--- src/hw/ready_pkg.sv ---
// Constants and types for the bus READY wait control block
package ready_pkg;
    localparam int ACCESS_MIN = 1;
    localparam int ACCESS_MAX = 32;
    localparam int PHASE_W = 6;
    localparam int DATA_W = 16;
    localparam int SYNC_DEPTH = 2;
    localparam logic [PHASE_W-1:0] PHASE_RESET = 6'h01;
    localparam logic [DATA_W-1:0] DATA_RESET = 16'h0000;

    typedef enum logic [1:0]
    {
        ST_IDLE = 2'b00,
        ST_ACCESS = 2'b01,
        ST_READY_WAIT = 2'b11,
        ST_DONE = 2'b10
    } cycle_state_t;
endpackage

--- src/hw/ready_sync_if.sv ---
// Interface carrying the synchronised READY levels between modules
`timescale 1ns/1ns
interface ready_sync_if;
    logic ready_direct;
    logic ready_synced;
    modport src (output ready_direct, output ready_synced);
    modport dst (input ready_direct, input ready_synced);
endinterface

--- src/hw/ready_sync.sv ---
// Two-flop synchroniser for the READY pin
`timescale 1ns/1ns
module ready_sync
    import ready_pkg::*;
(
    input wire logic clk_sys, // System clock
    input wire logic rst_n, // Async reset, active low
    input wire logic ready_pin, // READY pin level
    ready_sync_if.src sync // Synchronised levels
);
    logic [SYNC_DEPTH-1:0] stage;
    logic [SYNC_DEPTH-1:0] next_stage;
    logic extra;
    logic next_extra;

    always_comb
    begin
        next_stage = {stage[SYNC_DEPTH-2:0], ready_pin};
        next_extra = stage[SYNC_DEPTH-1];
    end

    always_ff @(posedge clk_sys or negedge rst_n)
    begin
        if (!rst_n)
        begin
            stage <= '0;
            extra <= 1'b0;
        end
        else
        begin
            stage <= next_stage;
            extra <= next_extra;
        end
    end

    // Direct path is the stage-two output: pins always pass two flops
    assign sync.ready_direct = stage[SYNC_DEPTH-1];
    // Asynchronous path gets one more flop, hence the later instant
    assign sync.ready_synced = extra;
endmodule

--- src/hw/bus_ready_wait_control.sv ---
// Bus cycle length control with READY-driven waitstates
`timescale 1ns/1ns
module bus_ready_wait_control
    import ready_pkg::*;
#(
    parameter int ACCESS_LEN_MAX = ACCESS_MAX
)
(
    input wire logic clk_sys, // System clock, 125 MHz
    input wire logic rst_n, // Async reset, active low
    output logic reference_clock_output, // Reference clock view, the system clock itself
    input wire logic ready_pin, // READY input pin
    input wire logic ready_active_high, // 1: READY active high
    input wire logic ready_async, // 1: asynchronous READY mode
    input wire logic ready_enable, // 1: cycle is READY-controlled
    input wire logic [ready_pkg::PHASE_W-1:0] access_phase, // Access waits
    input wire logic cycle_start, // Pulse: start a bus cycle
    input wire logic cycle_is_read, // Cycle is a read
    input wire logic [ready_pkg::DATA_W-1:0] data_in, // Bus read data
    output logic cmd_strobe_n, // Read/write command strobe, low
    output logic in_ready_wait, // In a ready_wait_phase state
    output logic cycle_end, // Pulse: cycle terminated
    output logic [ready_pkg::DATA_W-1:0] read_data, // Captured data
    output logic busy // Cycle in progress
);
    // Elaboration checks: values the counter and clamp cannot serve
    if (ACCESS_LEN_MAX < ACCESS_MIN || ACCESS_LEN_MAX > ACCESS_MAX)
    begin
        $error("ACCESS_LEN_MAX out of range");
    end
    // The phase counter must hold the largest clamped length
    if (ACCESS_LEN_MAX >= (1 << PHASE_W))
    begin
        $error("ACCESS_LEN_MAX too wide for the phase counter");
    end
    // The synchroniser slices its stages for exactly two flops
    if (SYNC_DEPTH != 2)
    begin
        $error("SYNC_DEPTH must be two");
    end

    ready_sync_if rs();

    ready_sync u_sync (
        .clk_sys(clk_sys),
        .rst_n(rst_n),
        .ready_pin(ready_pin),
        .sync(rs.src)
    );

    cycle_state_t state;
    cycle_state_t next_state;
    logic [PHASE_W-1:0] count;
    logic [PHASE_W-1:0] next_count;
    logic [PHASE_W-1:0] phase_len;
    logic strobe_n;
    logic next_strobe_n;
    logic is_read;
    logic next_is_read;
    logic use_ready;
    logic next_use_ready;
    logic end_pulse;
    logic next_end_pulse;
    logic [DATA_W-1:0] rdata;
    logic [DATA_W-1:0] next_rdata;
    logic ready_level;
    logic ready_seen;

    // Clamp the programmed length into the served range
    always_comb
    begin
        if (access_phase < PHASE_W'(ACCESS_MIN))
            phase_len = PHASE_W'(ACCESS_MIN);
        else if (access_phase > PHASE_W'(ACCESS_LEN_MAX))
            phase_len = PHASE_W'(ACCESS_LEN_MAX);
        else
            phase_len = access_phase;
    end

    // Async mode costs one waitstate but puts no timing demand on the pin
    // Polarity applied after synchronisation
    always_comb
    begin
        ready_level = ready_async ? rs.ready_synced : rs.ready_direct;
        ready_seen = ready_level == ready_active_high;
    end

    // Cycle sequencing: phase counter and the settings taken at start
    always_comb
    begin
        next_state = state;
        next_count = count;
        next_is_read = is_read;
        next_use_ready = use_ready;
        case (state)
            ST_IDLE:
            begin
                // A start while busy never reaches here, so it is dropped
                if (cycle_start)
                begin
                    next_state = ST_ACCESS;
                    next_count = phase_len;
                    next_is_read = cycle_is_read;
                    next_use_ready = ready_enable;
                end
            end
            ST_ACCESS:
            begin
                // Mandatory waits run out before READY counts
                if (count > PHASE_W'(1))
                    next_count = count - PHASE_W'(1);
                else if (use_ready)
                    next_state = ST_READY_WAIT;
                else
                    next_state = ST_DONE;
            end
            ST_READY_WAIT:
            begin
                // Stays here one waitstate per inactive sample
                if (ready_seen)
                    next_state = ST_DONE;
                else
                    next_state = ST_READY_WAIT;
            end
            ST_DONE:
            begin
                next_state = ST_IDLE;
            end
            default:
            begin
                next_state = ST_IDLE;
            end
        endcase
    end

    // Direction and READY enable are held from the start, so a change mid-cycle cannot
    // split a cycle between READY and fixed length; polarity and async mode are not held
    always_ff @(posedge clk_sys or negedge rst_n)
    begin
        if (!rst_n)
        begin
            state <= ST_IDLE;
            count <= PHASE_RESET;
            is_read <= 1'b0;
            use_ready <= 1'b0;
        end
        else
        begin
            state <= next_state;
            count <= next_count;
            is_read <= next_is_read;
            use_ready <= next_use_ready;
        end
    end

    // Command strobe and end pulse both change on the edge leaving DONE
    always_comb
    begin
        next_strobe_n = strobe_n;
        next_end_pulse = 1'b0;
        case (state)
            ST_IDLE:
            begin
                if (cycle_start)
                    next_strobe_n = 1'b0;
            end
            ST_ACCESS, ST_READY_WAIT:
            begin
                next_strobe_n = 1'b0;
            end
            ST_DONE:
            begin
                next_strobe_n = 1'b1;
                next_end_pulse = 1'b1;
            end
            default:
            begin
                // A stray state must never leave the strobe low
                next_strobe_n = 1'b1;
            end
        endcase
    end

    always_ff @(posedge clk_sys or negedge rst_n)
    begin
        if (!rst_n)
        begin
            strobe_n <= 1'b1;
            end_pulse <= 1'b0;
        end
        else
        begin
            strobe_n <= next_strobe_n;
            end_pulse <= next_end_pulse;
        end
    end

    // Read data latch on the edge that raises the strobe
    // Writes leave the last read value standing
    always_comb
    begin
        next_rdata = rdata;
        if (state == ST_DONE && is_read)
            next_rdata = data_in;
    end

    always_ff @(posedge clk_sys or negedge rst_n)
    begin
        if (!rst_n)
        begin
            rdata <= DATA_RESET;
        end
        else
        begin
            rdata <= next_rdata;
        end
    end

    // The bus reference clock is the system clock itself
    assign reference_clock_output = clk_sys;
    assign cmd_strobe_n = strobe_n;
    assign in_ready_wait = state == ST_READY_WAIT;
    assign cycle_end = end_pulse;
    assign read_data = rdata;
    assign busy = state != ST_IDLE;
endmodule

--- config.mk ---
export PLATFORM = sky130hd
export DESIGN_NAME = bus_ready_wait_control
export DESIGN_NICKNAME = d
export VERILOG_FILES = /design/src/hw/ready_pkg.sv /design/src/hw/ready_sync_if.sv /design/src/hw/ready_sync.sv /design/src/hw/bus_ready_wait_control.sv
export SDC_FILE = /design/constraint.sdc
export NUM_CORES = 1
export LEC_CHECK = 0
export BUFFER_PORTS_ARGS = -buffer_cell sky130_fd_sc_hd__buf_2
export CORE_ASPECT_RATIO = 0.5
export CORE_UTILIZATION = 29
export DETAILED_ROUTE_END_ITERATION = 16
export GPL_TIMING_DRIVEN = 0
export PLACE_DENSITY = 0.54
export SLEW_MARGIN = 20
export SYNTH_ARGS = -nofsm -noshare
export SYNTH_HDL_FRONTEND = slang
export SYNTH_HIERARCHICAL = 1
export SYNTH_SLANG_ARGS = --single-unit
--- constraint.sdc ---
create_clock -name clk_sys -period 2 [get_ports clk_sys]
set_clock_uncertainty 0.1 [all_clocks]
set_input_delay 0.2 -clock clk_sys [delete_from_list [all_inputs] [get_ports clk_sys]]
set_output_delay 0.2 -clock clk_sys [all_outputs]
set_load 0.005 [all_outputs]
==> results of run 1 <==
==> metrics by stage <==
stage	cells	total power (W)	util (%)	cell area, µm²	hold slack (ns)
finish	254	0.00290	45.7	2040	0.0242
global route	254	0.00318	45.7	2040	0.0421
CTS	253	0.00292	45.4	2030	0.0278
detailed placement	222	0.00223	37.9	1690	0.193
global placement	222	0.00220	37.9	1690	0.194
floorplan	115	0.00182	-	1370	-0.196
==> tightest hold or removal path: stages <==
cell,delay [ns]
buf_2,0.12
or4_1,0.12
nand3_1,0.06
==> routing by layer <==
layer  vias up  wire [µm]  global-route usage (%)
met4         0         55                    7.60
li1        563          -                       -
met2        21       1390                    21.3
met3         6        105                    6.69
met5         -          0                       0
met1       530       1330                    15.2
==> worst max path at each step <==
stage	depth (start not counted)	slack [ns]	startpoint	endpoint
3_3_place_gp	6	-0.07	count[0]	count[0]
4_1_cts	6	0.002	count[0]	count[0]
2_1_floorplan	6	0.01	count[0]	count[0]
5_1_grt	6	0.006	count[0]	count[0]
3_5_place_dp	6	-0.09	count[0]	count[0]
6_report	6	0.08	count[0]	count[0]
==> state kept, by name (all words and copies together), names as in the netlist <==
| register | cells |
|---|---|
| cmd_strobe_n | 1 |
| count | 6 |
| cycle_end | 1 |
| is_read | 1 |
| read_data | 16 |
| state | 2 |
| u_sync/stage | 2 |
| u_sync/sync.ready_synced | 1 |
| use_ready | 1 |
==> cell usage after synthesis, types with 2 or more instances <==
cell type / number / area, µm²
nor3b_1: 4 / 30.0
a21oi_1: 6 / 30.0
o21ai_0: 6 / 30.0
buf_4: 2 / 15.0
ha_1: 2 / 25.0
inv_1: 6 / 22.5
nor3_1: 2 / 10.0
xor2_1: 2 / 17.5
a31oi_1: 2 / 12.5
nand2_1: 3 / 11.3
nor2b_1: 2 / 12.5
mux2_2: 18 / 203
nor4_1: 2 / 12.5
o21a_1: 3 / 22.5
buf_2: 3 / 15.0
nor2_1: 7 / 26.3
dfstp_2: 2 / 52.6
dfrtp_1: 29 / 726
==> cell type report <==
class	count	area, µm²	share of cell area [%]
Clock buffer	11	123	6.00
Sequential cell	31	778	38.1
Timing Repair Buffer	71	460	22.5
Multi-Input combinational cell	72	551	27.0
Buffer	6	36.3	1.78
Inverter	6	22.5	1.10
Tap cell	57	71.3	3.49
==> report_power, final <==
| group | total, W | switching, W | internal [W] |
|---|---|---|---|
| clock | 0.000651 | 0.000248 | 0.000403 |
| combinational | 0.00119 | 0.000559 | 0.000634 |
| sequential | 0.00106 | 0.000141 | 0.000919 |
==> cell families after synthesis <==
kind of cell             after synthesis  share of synthesized area (%)
AO/OA/AOI/OAI                         22                           9.77
XOR/XNOR                               2                           1.28
adder cells (fa/ha/maj)                2                           1.83
buffers and inverters                 12                           4.11
flip-flops                            31                           56.8
multiplexers                          19                           15.5
AND/OR/NAND/NOR                       27                           10.7
==> what timing repair did <==
item | 4_1_cts | 5_1_grt
hold buffers | 20 | 0
pin swaps | 1 | 2
setup endpoints to repair | 3 | 3
hold endpoints to repair | 48 | 0
gates resized for setup | 1 | 5
setup buffers | 1 | 1
==> impl_metrics.env, run 1 <==
export IMPL_fin_nets=229
export IMPL_final_common_cell="buf_2"
export IMPL_overflow=0
export IMPL_port_buffers=50
export IMPL_hold_depth=3
export IMPL_drive_gt1_share_pct=45.2
export IMPL_worst_slew_pin_slew_ns=0.668
export IMPL_ant_nets=0
export IMPL_die_h_um=50.6
export IMPL_final_cell_mix="52 x buf_2, 29 x dfrtp_1, 20 x dlygate4sd3_1"
export IMPL_max_cap_violations=0
export IMPL_wl_um=2880
export IMPL_r2r_slack_ns=0.08
export IMPL_setup_tns_final_ns=0
export IMPL_dp_hpwl_um=1940
export IMPL_setup_viol=0
export IMPL_timing_rr_start="count[0]"
export IMPL_synthFlopType="dfrtp_1"
export IMPL_synthArstFlopShare_pct=100
export IMPL_period_minus_slack_ns=1.92
export IMPL_grt_pass1_wl_um=4970
export IMPL_cp_max_fo=3
export IMPL_r2r_cells=6
export IMPL_avgSynthCellArea_um2=11.9
export IMPL_yosysWarnings=6
export IMPL_routabilityCongestion=0.815
export IMPL_status="finished, final reports clean"
export IMPL_pre_cts_slack_ns=-0.0902
export IMPL_grt_pass1_vias=1134
export IMPL_slew_headroom_pct=55.5
export IMPL_vias=1120
export IMPL_worst_setup_path_type="flop to flop"
export IMPL_track_usage_pct=13.6
export IMPL_dieArea_mm2=0.00502
export IMPL_area_growth_pct=49.0
export IMPL_synth_edf_count=0
export IMPL_synth_seq_area_share_pct=56.8
export IMPL_fin_crit_sh_pct=96.1
export IMPL_synth_ff_latch_count=31
export IMPL_cts_tree="yes"
export IMPL_setup_slack_ns=0.0784
export IMPL_hold_end="count[0]"
export IMPL_hold_path_class="input pin to flop"
export IMPL_ir_drop_v=0.000471
export IMPL_worst_endpoint_required_ns=2.22
export IMPL_post_drt_via_cell_ratio=4.41
export IMPL_power_density_mw_per_mm2=1420
export IMPL_antenna_found_initial=0
export IMPL_path_cells="inv_2 > ha_4 > o21a_1 > a211o_1 > or4_1 > nand3_1"
export IMPL_synthCells=115
export IMPL_crit_slowest_cell="dfstp_2"
export IMPL_diodes=0
export IMPL_cp_top_family="simple AND/OR/NAND/NOR gates"
export IMPL_timing_rr_end="count[0]"
export IMPL_path_clk_slew_ns=0.07
export IMPL_max_clock_freq_mhz=520
export IMPL_start_util_pct=30.7
export IMPL_grt_max_degree=32
export IMPL_clock_latency_ns=0.38
export IMPL_ys_types=32
export IMPL_min_from="access_phase[5]"
export IMPL_core_area_mm2=0.00447
export IMPL_syn_num_nets=147
export IMPL_end_kind="flop"
export IMPL_drc=0
export IMPL_crit_arrival_ns=2.15
export IMPL_fillers=438
export IMPL_rsz0062_at_grt="no"
export IMPL_rows=17
export IMPL_max_stage_delay_ns=0.54
export IMPL_drtIter0Drc=32
export IMPL_critical_path_buf_inv_count=1
export IMPL_slew_viol_final=0
export IMPL_start_kind="flop"
export IMPL_dieWidth_um=99.2
export IMPL_wl_per_cell_um=11.3
export IMPL_hold_viol=0
export IMPL_p_leak_nw=0.965
export IMPL_io_pin_count=51
export IMPL_drt_first_pass_iters=4
export IMPL_synth_area_mm2=0.00137
No activity file was read; power rests on OpenSTA's default activity.
==> run 2: changes to the inputs <==
--- a/config.mk
+++ b/config.mk
@@ -5,12 +5,12 @@
 export SDC_FILE = /design/constraint.sdc
 export NUM_CORES = 1
 export LEC_CHECK = 0
+export ABC_AREA = 1
 export BUFFER_PORTS_ARGS = -buffer_cell sky130_fd_sc_hd__buf_2
-export CORE_ASPECT_RATIO = 0.5
 export CORE_UTILIZATION = 29
 export DETAILED_ROUTE_END_ITERATION = 16
 export GPL_TIMING_DRIVEN = 0
-export PLACE_DENSITY = 0.54
+export PLACE_DENSITY = 0.59
 export SLEW_MARGIN = 20
 export SYNTH_ARGS = -nofsm -noshare
 export SYNTH_HDL_FRONTEND = slang
==> impl_metrics.env, run 2 <==
export IMPL_status="finished, final reports clean"
export IMPL_io_pin_count=51
export IMPL_crit_arrival_ns=1.47
export IMPL_clock_latency_ns=0.38
export IMPL_final_cell_mix="50 x buf_2, 39 x nand2_1, 29 x dfrtp_1"
export IMPL_setup_viol=0
export IMPL_hold_path_class="input pin to flop"
export IMPL_synthArstFlopShare_pct=100
export IMPL_max_cap_violations=0
export IMPL_path_clk_slew_ns=0.07
export IMPL_synthFlopType="dfrtp_1"
export IMPL_die_h_um=73.2
export IMPL_dieArea_mm2=0.00536
export IMPL_syn_num_nets=176
export IMPL_wl_um=3170
export IMPL_start_kind="clock port"
export IMPL_synth_most_common_cell="nand2_1"
export IMPL_port_buffers=50
export IMPL_dieWidth_um=73.2
export IMPL_cts_tree="yes"
export IMPL_post_route_util_pct=44.9
export IMPL_dpl_cell_area_mm2=0.00181
export IMPL_yosysTopAreaCell="dfrtp_1"
export IMPL_fin_nets=257
export IMPL_rows=25
export IMPL_vias=1235
export IMPL_overflow=0
export IMPL_routabilityCongestion=0.743
export IMPL_drive_gt1_share_pct=39.8
export IMPL_slew_viol_final=0
export IMPL_area_growth_pct=46.9
export IMPL_cp_max_fo=2
export IMPL_holdWs_ns=0.0496
export IMPL_synthCells=144
export IMPL_synth_area_mm2=0.00147
export IMPL_synth_area_top_cells="dfrtp_1 49%, mux2_4 10%, nand2_1 9.9%"
export IMPL_worst_endpoint_required_ns=1.70
export IMPL_final_common_cell="buf_2"
export IMPL_power_density_mw_per_mm2=1420
export IMPL_synth_top_area_share_pct=49.3
export IMPL_rsz0062_at_grt="no"
export IMPL_drc=0
export IMPL_synth_edf_count=0
export IMPL_setup_tns_final_ns=0
export IMPL_yosysWarnings=6
export IMPL_top_layer="met4"
export IMPL_dp_hpwl_um=1930
export IMPL_drtIter0Drc=74
export IMPL_ir_drop_v=0.000589
export IMPL_slew_headroom_pct=52.7
export IMPL_core_area_mm2=0.00482
export IMPL_postCtsSetupRepairBufs=0
export IMPL_drt_first_pass_iters=4
export IMPL_synth_seq_area_share_pct=52.9
export IMPL_end_kind="output pin"
export IMPL_hold_viol=0
export IMPL_diodes=0
export IMPL_grt_pass1_vias=1259
export IMPL_synth_ff_latch_count=31
export IMPL_wl_met3_um=184
export IMPL_post_drt_via_cell_ratio=4.22
export IMPL_post_cts_resized=0
export IMPL_grt_pass1_wl_um=5660
export IMPL_worst_setup_path_type="clock port to output pin"
export IMPL_wl_per_cell_um=10.8
export IMPL_largest_reg_flops=16
export IMPL_pre_cts_slack_ns=0.280
export IMPL_antenna_found_initial=0
export IMPL_setup_slack_ns=0.229
export IMPL_stdcell_area_mm2=0.00216
export IMPL_p_leak_nw=1.16
export IMPL_worst_slew_pin_slew_ns=0.710
export IMPL_track_usage_pct=14.9
export IMPL_holdBufCountCts=21
export IMPL_wl_met2_um=1470
export IMPL_grt_max_degree=32
export IMPL_ys_top_cells_by_count="39 x nand2_1, 29 x dfrtp_1, 18 x inv_1"
export IMPL_wl_met1_um=1390
export IMPL_ys_types=22
export IMPL_ant_nets=0
export IMPL_start_util_pct=30.5
export IMPL_avgSynthCellArea_um2=10.2
[run 2: cell types whose count changed in the layout (fill, tap and decap cells not counted), sizes merged, moves of 3 or more]
| cell | before | now |
|---|---|---|
| nand3 | 1 | 12 |
| nand2 | 3 | 42 |
| nor3b | 4 | 0 |
| a21oi | 6 | 1 |
| inv | 6 | 19 |
| buf | 56 | 52 |
| o21a | 3 | 0 |
[run 2: final timing paths]
check / startpoint / end / slack [ns] / cells after the start
min in group asynchronous: rst_n / u_sync/sync.ready_synced / 0.30 / 2
setup / recovery: clk_sys / reference_clock_output / 0.23 / 4
hold reg to reg: u_sync/stage[0] / u_sync/stage[1] / 0.25 / 0
setup reg to reg: count[0] / count[3] / 0.27 / 10
max in group asynchronous: rst_n / is_read / 1.04 / 2
hold / removal: access_phase[4] / count[4] / 0.05 / 5
[run 2: kinds of logic after synthesis]
logic type	Yosys count	share of synthesized area, %
adders and majority gates	2	1.70
AOI/OAI and AO/OA	8	2.89
DFF	31	52.9
muxes	18	16.3
and+or+nand+nor	63	19.1
buffers and inverters	22	7.06
[run 2: metal layers]
layer,global-route usage [%],vias to the layer above
met4,12.0,0
met1,16.6,553
met3,6.22,11
met2,22.2,49
met5,0,-
li1,-,622
[run 2: critical path, cell delays in order]
cell	delay (ns)
clkbuf_8	0.11
clkbuf_8	0.12
buf_4	0.12
buf_2	0.11
[run 2: final cells by class]
cell class / count / area (µm²)
fill: 485 / 2660
sequential: 31 / 778
multi-input combinational: 91 / 589
timing repair buffer: 70 / 455
clock buffer: 11 / 143
tap: 67 / 83.8
inverter: 20 / 76.3
buffer: 2 / 27.5
clock inverter: 1 / 7.51
[run 2: power by group]
part | internal (W) | total (W) | switching [W]
combinational | 0.000620 | 0.00122 | 0.000600
clock | 0.000478 | 0.000771 | 0.000292
sequential | 0.000916 | 0.00109 | 0.000169
total | 0.00201 | 0.00308 | 0.00106
[run 2: metrics by stage]
stage                     power (W)  cells
after CTS                   0.00311    293
after global placement      0.00232    261
final                       0.00308    293
after global routing        0.00336    293
after floorplan             0.00194    144
after detailed placement    0.00233    261
